==> src/shared/pipm_pkg.sv <==
// Constants and types shared by the pin interrupt / pattern match block.
// Assumes a single clock domain and pins already routed in by the pad ring.
//
// Notes on behaviour
// - Eight software-selected pins, edge or level.
// - One separate request line per channel.
// - Edge channels flag rising, falling or both.
// - Level channels active high or low.
// - Pin requests also raise a wake request.
// - Pattern match uses eight selected inputs.
// - Term conditions are levels or transitions.
// - Each product term has its own request.
// - Optional one-cycle event when the combined match rises.
// - Event notification is a routable output.
// - Pattern matches never raise wake requests.
// - Pin choice independent of pin function.
// - Combined match result drives an output.
`default_nettype none

package pipm_pkg;

  // Channel count and pin count defaults
  localparam int NUM_CHANNELS  = 8;
  localparam int DEF_PIN_COUNT = 32;
  // Width of the channel index inside a slice
  localparam int SRC_W         = 3;
  // Synchroniser depth in front of every channel
  localparam int SYNC_STAGES   = 2;

  // Slice condition codes
  typedef enum logic [2:0] {
    PIPM_COND_ALWAYS = 3'h0,  // Slice always true
    PIPM_COND_HIGH   = 3'h1,  // Input is high
    PIPM_COND_LOW    = 3'h2,  // Input is low
    PIPM_COND_RISE   = 3'h3,  // Rising transition this cycle
    PIPM_COND_FALL   = 3'h4,  // Falling transition this cycle
    PIPM_COND_EITHER = 3'h5,  // Any transition this cycle
    PIPM_COND_NEVER  = 3'h6   // Slice always false
  } pipm_cond_t;

  // Per-channel pin interrupt configuration
  typedef struct packed {
    logic levelMode;   // 1 level, 0 edge
    logic riseEn;      // Edge mode: flag rising edges
    logic fallEn;      // Edge mode: flag falling edges
    logic activeHigh;  // Level mode: polarity
  } pipm_chan_cfg_t;

  // Per-slice pattern match configuration
  typedef struct packed {
    logic [SRC_W-1:0] srcChan;   // Which synchronised channel
    pipm_cond_t       cond;      // Condition on it
    logic             endPoint;  // Last slice of a product term
  } pipm_slice_cfg_t;

  // Reset values
  localparam pipm_chan_cfg_t  CHAN_CFG_RST  = '0;
  localparam logic            MODE_RST      = 1'b0;

endpackage : pipm_pkg

`default_nettype wire

==> src/design/pipm_sync.sv <==
// Two-flop level synchroniser for one pin.
// Assumes the input may be asynchronous to ref_clk.
`default_nettype none

module pipm_sync
  import pipm_pkg::*;
(
  input  wire logic ref_clk,
  input  wire logic rst,
  input  wire logic asyncIn,
  output var  logic syncOut
);

  ////////////////////////////////////////////////////////////////////
  logic meta_r;  // First stage, read only by the second

  // Both stages clear on reset; the first is looked at by nothing else
  always_ff @(posedge ref_clk or posedge rst)
  begin
    if (rst)
    begin
      meta_r  <= 1'b0;
      syncOut <= 1'b0;
    end
    else
    begin
      meta_r  <= asyncIn;
      syncOut <= meta_r;
    end
  end

endmodule : pipm_sync

`default_nettype wire

==> src/design/pipm_top.sv <==
// Pin interrupt and pattern match engine, top level.
// Assumes pins arrive already routed from any pad; config bits are static
// between changes and driven by the system configuration logic.
`default_nettype none

module pipm_top
  import pipm_pkg::*;
#(
  parameter int CHANNELS  = NUM_CHANNELS,
  parameter int PIN_COUNT = DEF_PIN_COUNT
)
(
  input  wire logic                                  ref_clk,
  input  wire logic                                  rst,
  input  wire logic [PIN_COUNT-1:0]                  pinBus,
  input  wire logic [$clog2(PIN_COUNT)-1:0]          pinSel [CHANNELS],
  input  wire logic                                  matchModeEn,
  input  wire pipm_chan_cfg_t [CHANNELS-1:0]         chanCfg,
  input  wire pipm_slice_cfg_t [CHANNELS-1:0]        sliceCfg,
  input  wire logic                                  eventEn,
  input  wire logic [CHANNELS-1:0]                   edgeClr,
  output var  logic [CHANNELS-1:0]                   irqReq,
  output var  logic                                  wakeReq,
  output var  logic                                  cpuEventNotify,
  output var  logic                                  patternMatchOut
);

  ////////////////////////////////////////////////////////////////////
  // Elaboration checks
  if (CHANNELS < 1 || CHANNELS > (1 << SRC_W))
  begin : g_bad_ch
    $error("CHANNELS must be 1 to 8");
  end
  if (PIN_COUNT < 2)
  begin : g_bad_pins
    $error("PIN_COUNT must be at least 2");
  end

  ////////////////////////////////////////////////////////////////////
  // Pin selection and synchronisers
  logic [CHANNELS-1:0] selPin;   // Raw selected pin per channel
  logic [CHANNELS-1:0] chanLvl;  // Synchronised level
  logic [CHANNELS-1:0] prev_r;   // Level one cycle earlier
  logic [CHANNELS-1:0] riseEv;   // Rising transition this cycle
  logic [CHANNELS-1:0] fallEv;   // Falling transition this cycle

  for (genvar i = 0; i < CHANNELS; i++)
  begin : g_chan
    // Taps the pin itself, so its peripheral owner does not matter
    assign selPin[i] = (32'(pinSel[i]) < PIN_COUNT) ? pinBus[pinSel[i]] : 1'b0;

    pipm_sync u_sync
    (
      .ref_clk (ref_clk),
      .rst     (rst),
      .asyncIn (selPin[i]),
      .syncOut (chanLvl[i])
    );
  end

  // History for transition detection, only on synchronised levels
  always_ff @(posedge ref_clk or posedge rst)
  begin
    if (rst)
      prev_r <= '0;
    else
      prev_r <= chanLvl;
  end

  assign riseEv = chanLvl & ~prev_r;
  assign fallEv = ~chanLvl & prev_r;

  ////////////////////////////////////////////////////////////////////
  // Pin interrupt channels
  logic [CHANNELS-1:0] edgeFlag_r;    // Sticky edge flags
  logic [CHANNELS-1:0] edgeFlag_nxt;  // Next sticky value
  logic [CHANNELS-1:0] chanReq;       // Per-channel request

  // Set beats clear so an edge in the clear cycle survives
  always_comb
  begin
    for (int i = 0; i < CHANNELS; i++)
    begin
      edgeFlag_nxt[i] = (edgeFlag_r[i] & ~edgeClr[i])
                      | (~chanCfg[i].levelMode
                         & ((chanCfg[i].riseEn & riseEv[i])
                          | (chanCfg[i].fallEn & fallEv[i])));
      if (chanCfg[i].levelMode)
        chanReq[i] = (chanLvl[i] == chanCfg[i].activeHigh);
      else
        chanReq[i] = edgeFlag_nxt[i];
    end
  end

  // Flags are only kept in pin interrupt mode
  always_ff @(posedge ref_clk or posedge rst)
  begin
    if (rst)
      edgeFlag_r <= '0;
    else if (matchModeEn)
      edgeFlag_r <= '0;
    else
      edgeFlag_r <= edgeFlag_nxt;
  end

  ////////////////////////////////////////////////////////////////////
  // Pattern match slices
  logic [CHANNELS-1:0] sliceHit;  // Slice condition true
  logic [CHANNELS-1:0] termHit;   // Product term ending here true
  logic                termAny;   // Any term true

  // Terms run from the slice after one endpoint to the next;
  // the last slice always closes a term so none is left open
  always_comb
  begin
    logic acc;
    acc = 1'b1;
    for (int i = 0; i < CHANNELS; i++)
    begin
      unique case (sliceCfg[i].cond)
        PIPM_COND_ALWAYS: sliceHit[i] = 1'b1;
        PIPM_COND_HIGH:   sliceHit[i] = chanLvl[sliceCfg[i].srcChan];
        PIPM_COND_LOW:    sliceHit[i] = ~chanLvl[sliceCfg[i].srcChan];
        PIPM_COND_RISE:   sliceHit[i] = riseEv[sliceCfg[i].srcChan];
        PIPM_COND_FALL:   sliceHit[i] = fallEv[sliceCfg[i].srcChan];
        PIPM_COND_EITHER: sliceHit[i] = riseEv[sliceCfg[i].srcChan] | fallEv[sliceCfg[i].srcChan];
        PIPM_COND_NEVER:  sliceHit[i] = 1'b0;
        default:          sliceHit[i] = 1'b0;  // Unused code 7
      endcase
      acc = acc & sliceHit[i];
      termHit[i] = (sliceCfg[i].endPoint || i == CHANNELS - 1) && acc;
      if (sliceCfg[i].endPoint)
        acc = 1'b1;
    end
    termAny = |termHit;
  end

  ////////////////////////////////////////////////////////////////////
  // Registered outputs
  // One line per channel, or per term in match mode
  always_ff @(posedge ref_clk or posedge rst)
  begin
    if (rst)
      irqReq <= '0;
    else if (matchModeEn)
      irqReq <= termHit;
    else
      irqReq <= chanReq;
  end

  // Wake comes from pin channels only; detection needs no CPU clock path
  always_ff @(posedge ref_clk or posedge rst)
  begin
    if (rst)
      wakeReq <= 1'b0;
    else
      wakeReq <= ~matchModeEn & (|chanReq);
  end

  // Combined match level, routable to a pin
  always_ff @(posedge ref_clk or posedge rst)
  begin
    if (rst)
      patternMatchOut <= 1'b0;
    else
      patternMatchOut <= matchModeEn & termAny;
  end

  // One pulse per new match; a held match does not repeat the event
  always_ff @(posedge ref_clk or posedge rst)
  begin
    if (rst)
      cpuEventNotify <= 1'b0;
    else
      cpuEventNotify <= eventEn & matchModeEn & termAny & ~patternMatchOut;
  end

  for (genvar i = 0; i < CHANNELS; i++)
  begin : g_chk

  end
endmodule : pipm_top

`default_nettype wire

==> config.mk <==
export PLATFORM = sky130hd
export DESIGN_NAME = pipm_top
export DESIGN_NICKNAME = d
export VERILOG_FILES = /design/src/shared/pipm_pkg.sv /design/src/design/pipm_sync.sv /design/src/design/pipm_top.sv
export SDC_FILE = /design/constraint.sdc
export NUM_CORES = 1
export LEC_CHECK = 0
export ABC_CLOCK_PERIOD_IN_PS = 3500
export BUFFER_PORTS_ARGS = -buffer_cell sky130_fd_sc_hd__buf_2
export CAP_MARGIN = 5
export CORE_MARGIN = 2
export CORE_UTILIZATION = 45
export DETAILED_ROUTE_END_ITERATION = 8
export GPL_TIMING_DRIVEN = 1
export PLACE_DENSITY = 0.72
export SYNTH_ARGS = -nofsm -noshare
export SYNTH_HDL_FRONTEND = slang
export SYNTH_SLANG_ARGS = --single-unit
==> constraint.sdc <==
create_clock -name ref_clk -period 3.5 [get_ports ref_clk]
set_input_delay 0.35 -clock ref_clk [delete_from_list [all_inputs] [get_ports ref_clk]]
set_output_delay 0.35 -clock ref_clk [all_outputs]
set_load 0.02 [all_outputs]
# Yosys cells after proc, flatten, opt, wreduce, memory -nomap -nowiden

Cells that the tools add are included.

Order comparisons: 16
Eq/ne operators: 48
Multiplexer cells: 89
Bitwise operators: 98
Reduce and logical (&&, ||, !) cells: 17

Operators with widths:

| operator           | number |
|---|---|
| $bmux 1 s3         | 24 |
| $eq 3x2->1 const B | 16 |
| $eq 3x3->1 const B | 16 |
| $lt 5x6->1 const B | 8 |
| $pmux 1 s6         | 8 |
| $mux 1             | 47 |
| $and 1x1->1        | 44 |
| $bmux 1 s5         | 8 |
| $lt 3x4->1 const B | 8 |
| $not 1->1          | 26 |
| $eq 3x1->1 const B | 8 |
| $logic_not 3->1    | 8 |
| $or 1x1->1         | 24 |
| $and 8x8->8        | 2 |
| $mux 8             | 2 |
| $not 8->8          | 2 |
| $reduce_or 8->1    | 2 |
| $eq 1x1->1         | 8 |
| $logic_and 1x1->1  | 7 |

Register bits: 43
Bits of input ports: 172
Word-level logic and storage cells: 290

# Longest topological paths before layout

Depth in word-level cells: 23
Mapped depth: 9

# Modules after synthesis

Synthesis repeated with hierarchy kept, for this count alone.

Cell total of the unflattened synthesis: 469
Area, all modules: 5886.9 um^2

Modules (own cells, without submodules):

| module    | instances | cells an instance | area each (um^2) | sequential area each (um^2) |
|---|---|---|---|---|
| pipm_top  | 1         | 445               | 5456.5           | 675.6 |
| pipm_sync | 8         | 3                 | 53.8             | 50.0 |

# Worst setup path after synthesis

No wires, ideal clock.

Kind: flip-flop to flip-flop
Start point: reg g_chan[6].u_sync.syncOut
End point: reg cpuEventNotify
Setup time: 0.096 ns
Data arrival time: 2.508 ns
Setup slack: 0.896 ns
Cell stages (with the launch flop): 10
Path buffers: 1
Path through: dfrtp_1 -> buf_2 -> mux4_2 -> mux2i_1 -> mux2_1 -> o22ai_2 -> o21ai_1 -> nor2b_1 -> or4_4 -> a311oi_2

Word-level cells in the longest chain between the ends: 23
Elaborated cells between the ends (all ways): 99
Classes of those cells: mux: 63; bitwise: 28; reduce/logical: 8

RTL lines:

| element                      | line                             | RTL |
|---|---|---|
| start, declared              | pipm_sync.sv:11                  | `output var logic syncOut` |
| start signal, assigned       | pipm_sync.sv:28                  | `syncOut <= meta_r;` |
| $not 8->8                    | pipm_top.sv:71                   | `assign fallEv = ~chanLvl & prev_r;` |
| $and 8x8->8                  | pipm_top.sv:71                   |  |
| $bmux 1 s3                   | pipm_top.sv:125, pipm_top.sv:126 |  |
| $mux 1 (implied by the code) | pipm_top.sv:125, pipm_top.sv:126 |  |
| $or 1x1->1                   | pipm_top.sv:126                  | `PIPM_COND_EITHER: sliceHit[i] = riseEv[sliceCfg[i].srcChan] \| fallEv[sliceCfg[i].srcChan];` |
| $pmux 1 s6                   | pipm_top.sv:120                  | `unique case (sliceCfg[i].cond)` |
| $mux 1                       | pipm_top.sv:132                  | `if (sliceCfg[i].endPoint)` |
| $and 1x1->1                  | pipm_top.sv:130                  | `acc = acc & sliceHit[i];` |
| (+6 left out)                | n/a                              |  |
| $mux 1                       | pipm_top.sv:132                  |  |
| $and 1x1->1                  | pipm_top.sv:130                  |  |
| $mux 1                       | pipm_top.sv:132                  |  |
| $and 1x1->1                  | pipm_top.sv:130                  |  |
| $mux 1                       | pipm_top.sv:132                  |  |
| $and 1x1->1                  | pipm_top.sv:130                  |  |
| $reduce_or 8->1 (*)          | pipm_top.sv:135                  | `termAny = \|termHit;` |
| $and 1x1->1 (*) (2 in a row) | pipm_top.sv:175                  | `cpuEventNotify <= eventEn & matchModeEn & termAny & ~patternMatchOut;` |
| end signal, assigned         | pipm_top.sv:175                  |  |
| end, declared                | pipm_top.sv:24                   | `output var logic cpuEventNotify,` |

Every way passes the cells marked *; elsewhere a longest branch is shown, timed or not. The select of a mux whose other input is x is not followed.

# Final worst setup path

Start point: reg g_chan[0].u_sync.syncOut
End point: reg cpuEventNotify

Word-level cells in the longest chain between the ends: 23
Elaborated cells between the ends (all ways): 99
Classes of those cells: mux: 63; bitwise: 28; reduce/logical: 8

RTL lines:

| element                      | line |
|---|---|
| start, declared              | pipm_sync.sv:11 |
| start signal, assigned       | pipm_sync.sv:28 |
| $not 8->8                    | pipm_top.sv:71 |
| $and 8x8->8                  | pipm_top.sv:71 |
| $bmux 1 s3                   | pipm_top.sv:125, pipm_top.sv:126 |
| $mux 1 (implied by the code) | pipm_top.sv:125, pipm_top.sv:126 |
| $or 1x1->1                   | pipm_top.sv:126 |
| $pmux 1 s6                   | pipm_top.sv:120 |
| $mux 1                       | pipm_top.sv:132 |
| $and 1x1->1                  | pipm_top.sv:130 |
| (+6 left out)                | n/a |
| $mux 1                       | pipm_top.sv:132 |
| $and 1x1->1                  | pipm_top.sv:130 |
| $mux 1                       | pipm_top.sv:132 |
| $and 1x1->1                  | pipm_top.sv:130 |
| $mux 1                       | pipm_top.sv:132 |
| $and 1x1->1                  | pipm_top.sv:130 |
| $reduce_or 8->1 (*)          | pipm_top.sv:135 |
| $and 1x1->1 (*) (2 in a row) | pipm_top.sv:175 |

Marks and branches as above.

==> impl_metrics.csv <==
group,metric,value,unit
sta,period_share,0.904,
sta,min_period,3.16,ns
synthesis,ys_warn_count,0,
placement,dp_hpwl,14900,um
setup_path,worstSetupPathType,"reg -> reg",
route,finalWirelength,19400,um
clocking,cts_buffers,5,
clocking,clk_pin_slew,0.06,ns
synthesis,synthSimpleGateAreaFrac,0.122,
power_and_ir_drop,max-vdd-ir-drop,0.194,mV
route,drtIter0Drc,508,
floorplan,chipWidth,118,um
power_and_ir_drop,p_leak,2.95,nW
cells_and_area,final_cell_mix,"buf_2 (181), mux4_2 (115), nor2_1 (47)",
cells_and_area,fin_nets,803,
sta,clock_skew,0.00625,ns
clocking,cts_sinks,43,
clocking,post_cts_buffers,0,
cells_and_area,final_common_cell,"buf_2",
sta,drv_slew,0,
cells_and_area,drive_above_1_share,0.544,
route,routedWlPerCell,24.1,um
clocking,cts_resized,0,
synthesis,synth_top_family_by_area,"multiplexers",
synthesis,netlist_top_cells_area,"mux4_2 (44%), dfrtp_1 (18%), mux2i_1 (5.6%)",
synthesis,synth_edf_count,0,
clocking,cts_root_buf,"clkbuf_16",
synthesis,synth_compound_area_frac,0.0940,
route,first_pass_iters,5,
floorplan,start_util,0.464,
setup_path,cp_data_arrival_time,3.36,ns
route,via_per_inst,6.77,
floorplan,core-area,12700,um^2
route,post-route-drc-count,0,
clocking,hold_buffers,0,
synthesis,synth_seq_cells,43,
clocking,clkLatencyLatePin,0.29,ns
sta,rsz0062_at_grt,"no",
cells_and_area,area_growth,19.5,%
placement,placed_area,6900,um^2
global_routing,antenna_found_initial,2,
sta,fmax,0.316,GHz
clocking,cts_tree,"done",
cells_and_area,finalInstanceArea,7050,um^2
synthesis,synth_area_leader_cell,"mux4_2",
synthesis,async_flop_share,1.00,
global_routing,grt_pass1_wl,30100,um
power_and_ir_drop,power_density,329,nW/um^2
synthesis,ys_seq_area_frac,0.182,
clocking,cts_buffer_depth,2,
synthesis,muxShareOfSynthArea,0.542,
synthesis,synth_fa_ha_area_frac,0,
synthesis,synthCells,470,
floorplan,io_pins,183,
power_and_ir_drop,power,2.32,mW
global_routing,grt_usage,0.274,
synthesis,synth-main-ff-cell,"dfrtp_1",
synthesis,syn_area,5900,um^2
global_routing,grt-ovfl-total,0,
floorplan,die-area,14000,um^2
sta,setup_viol,0,
placement,gp_congestion,0.980,
global_routing,grt_pass1_vias,5623,
synthesis,avgSynthCellArea,12.5,um^2
synthesis,syn_nets,642,
synthesis,yosys.area.top_type_share,0.439,
run,maxCapViolCount,0,
sta,hold_viol_final,0,
placement,pre_cts_ws,0.422,ns
global_routing,grt_max_degree,44,
floorplan,die_y,118,um
setup_path,r2r.worst_path.cells,8,
sta,tns,0,ns
setup_path,worstPathRequired,3.70,ns
clocking,h-tree-depth,2,
hold_path,hold_path.class,"in -> async",
synthesis,synth_xor_area_frac,0.0163,
route,num_vias,5450,
synthesis,synth_cell_types,64,
outcome,run_status,"finished clean",
setup_path,critPathCaptureType,"register",
sta,worst_pin_slew,0.838,ns
placement,numPortBuffers,181,
setup_path,cp-start-kind,"register",
sta,timing.final.ws_setup,0.336,ns
sta,relSlewSlack,0.440,
route,antenna_left,0,
floorplan,placementRows,41,
setup_path,crit_fanout,12,
## cell usage after synthesis, types with 5 or more instances
cell and number:
o21ai_0 7, mux2_2 11, nor2b_1 25, inv_1 11, a22oi_1 12, mux4_2 115
mux4_1 5, xor2_1 10, nand2b_1 7, nand3_1 6, buf_2 6, mux2i_1 33
clkbuf_1 21, nor2_1 47, dfrtp_1 43, o211ai_1 5, a22o_1 7, buf_4 10
nand2_1 10, nor3b_1 7
## metal layers
layer / vias up / track usage / routed length [um]
met5: - / 0 / 12
li1: 2273 / - / -
met4: 2 / 0.106 / 752
met1: 2679 / 0.344 / 7000
met2: 434 / 0.467 / 9530
met3: 62 / 0.0550 / 2100
## final cells by class
cell class,count,area [um^2]
Antenna cell,1,2.50
Clock buffer,6,129
Clock inverter,2,12.5
Fill cell,1113,5680
Inverter,12,45.0
Multi-Input combinational cell,376,4570
Sequential cell,43,1080
Tap cell,172,215
Timing Repair Buffer,193,996
## logic make-up (layout without fill, tap and decap cells)
logic type,Yosys count,count (layout)
multiplexers,166,166
AND/OR/NAND/NOR,130,130
AO/OA/AOI/OAI,69,69
buffers and inverters,51,213
flip-flops,43,43
XOR/XNOR,11,11
other,0,1
## metrics by stage
step	cells	util	hold slack [ns]
floorplan	470	-	0.331
global placement	796	0.543	0.332
detailed placement	796	0.543	0.335
CTS	804	0.554	0.212
global route	804	0.554	0.254
finish	805	0.554	0.184
## worst paths after layout
check / slack [ns] / to / from
max: 0.34 / cpuEventNotify$_DFF_PP0_ / g_chan[0].u_sync.syncOut$_DFF_PP0_
min: 0.18 / edgeFlag_r[6]$_DFF_PP0_ / rst
max reg2reg: 0.34 / cpuEventNotify$_DFF_PP0_ / g_chan[0].u_sync.syncOut$_DFF_PP0_
min reg2reg: 0.35 / g_chan[3].u_sync.syncOut$_DFF_PP0_ / g_chan[3].u_sync.meta_r$_DFF_PP0_
max in group asynchronous: 2.93 / g_chan[1].u_sync.meta_r$_DFF_PP0_ / rst
min in group ref_clk: 0.31 / cpuEventNotify$_DFF_PP0_ / eventEn
## flip-flops by register name, summed over array words and instances (netlist names)
name	flops
cpuEventNotify	1
g_chan.u_sync.meta_r	8
wakeReq	1
g_chan.u_sync.syncOut	8
irqReq	8
prev_r	8
patternMatchOut	1
edgeFlag_r	8
## where the power goes
group | internal [mW] | switching, mW | leakage [nW]
logic | 0.624 | 0.589 | 2.36
clock network | 0.263 | 0.192 | 0.0669
registers | 0.572 | 0.0776 | 0.528
## worst max-delay path, cell delays in order (launching register included)
cell,delay [ns]
dfrtp_1,0.54
nor2b_1,0.73
mux4_1,0.36
mux2_1,0.12
a211oi_1,0.05
o32a_1,0.37
nor4_2,0.41
o22ai_1,0.20
a311oi_2,0.29
Power figures use the tool's default switching activity.
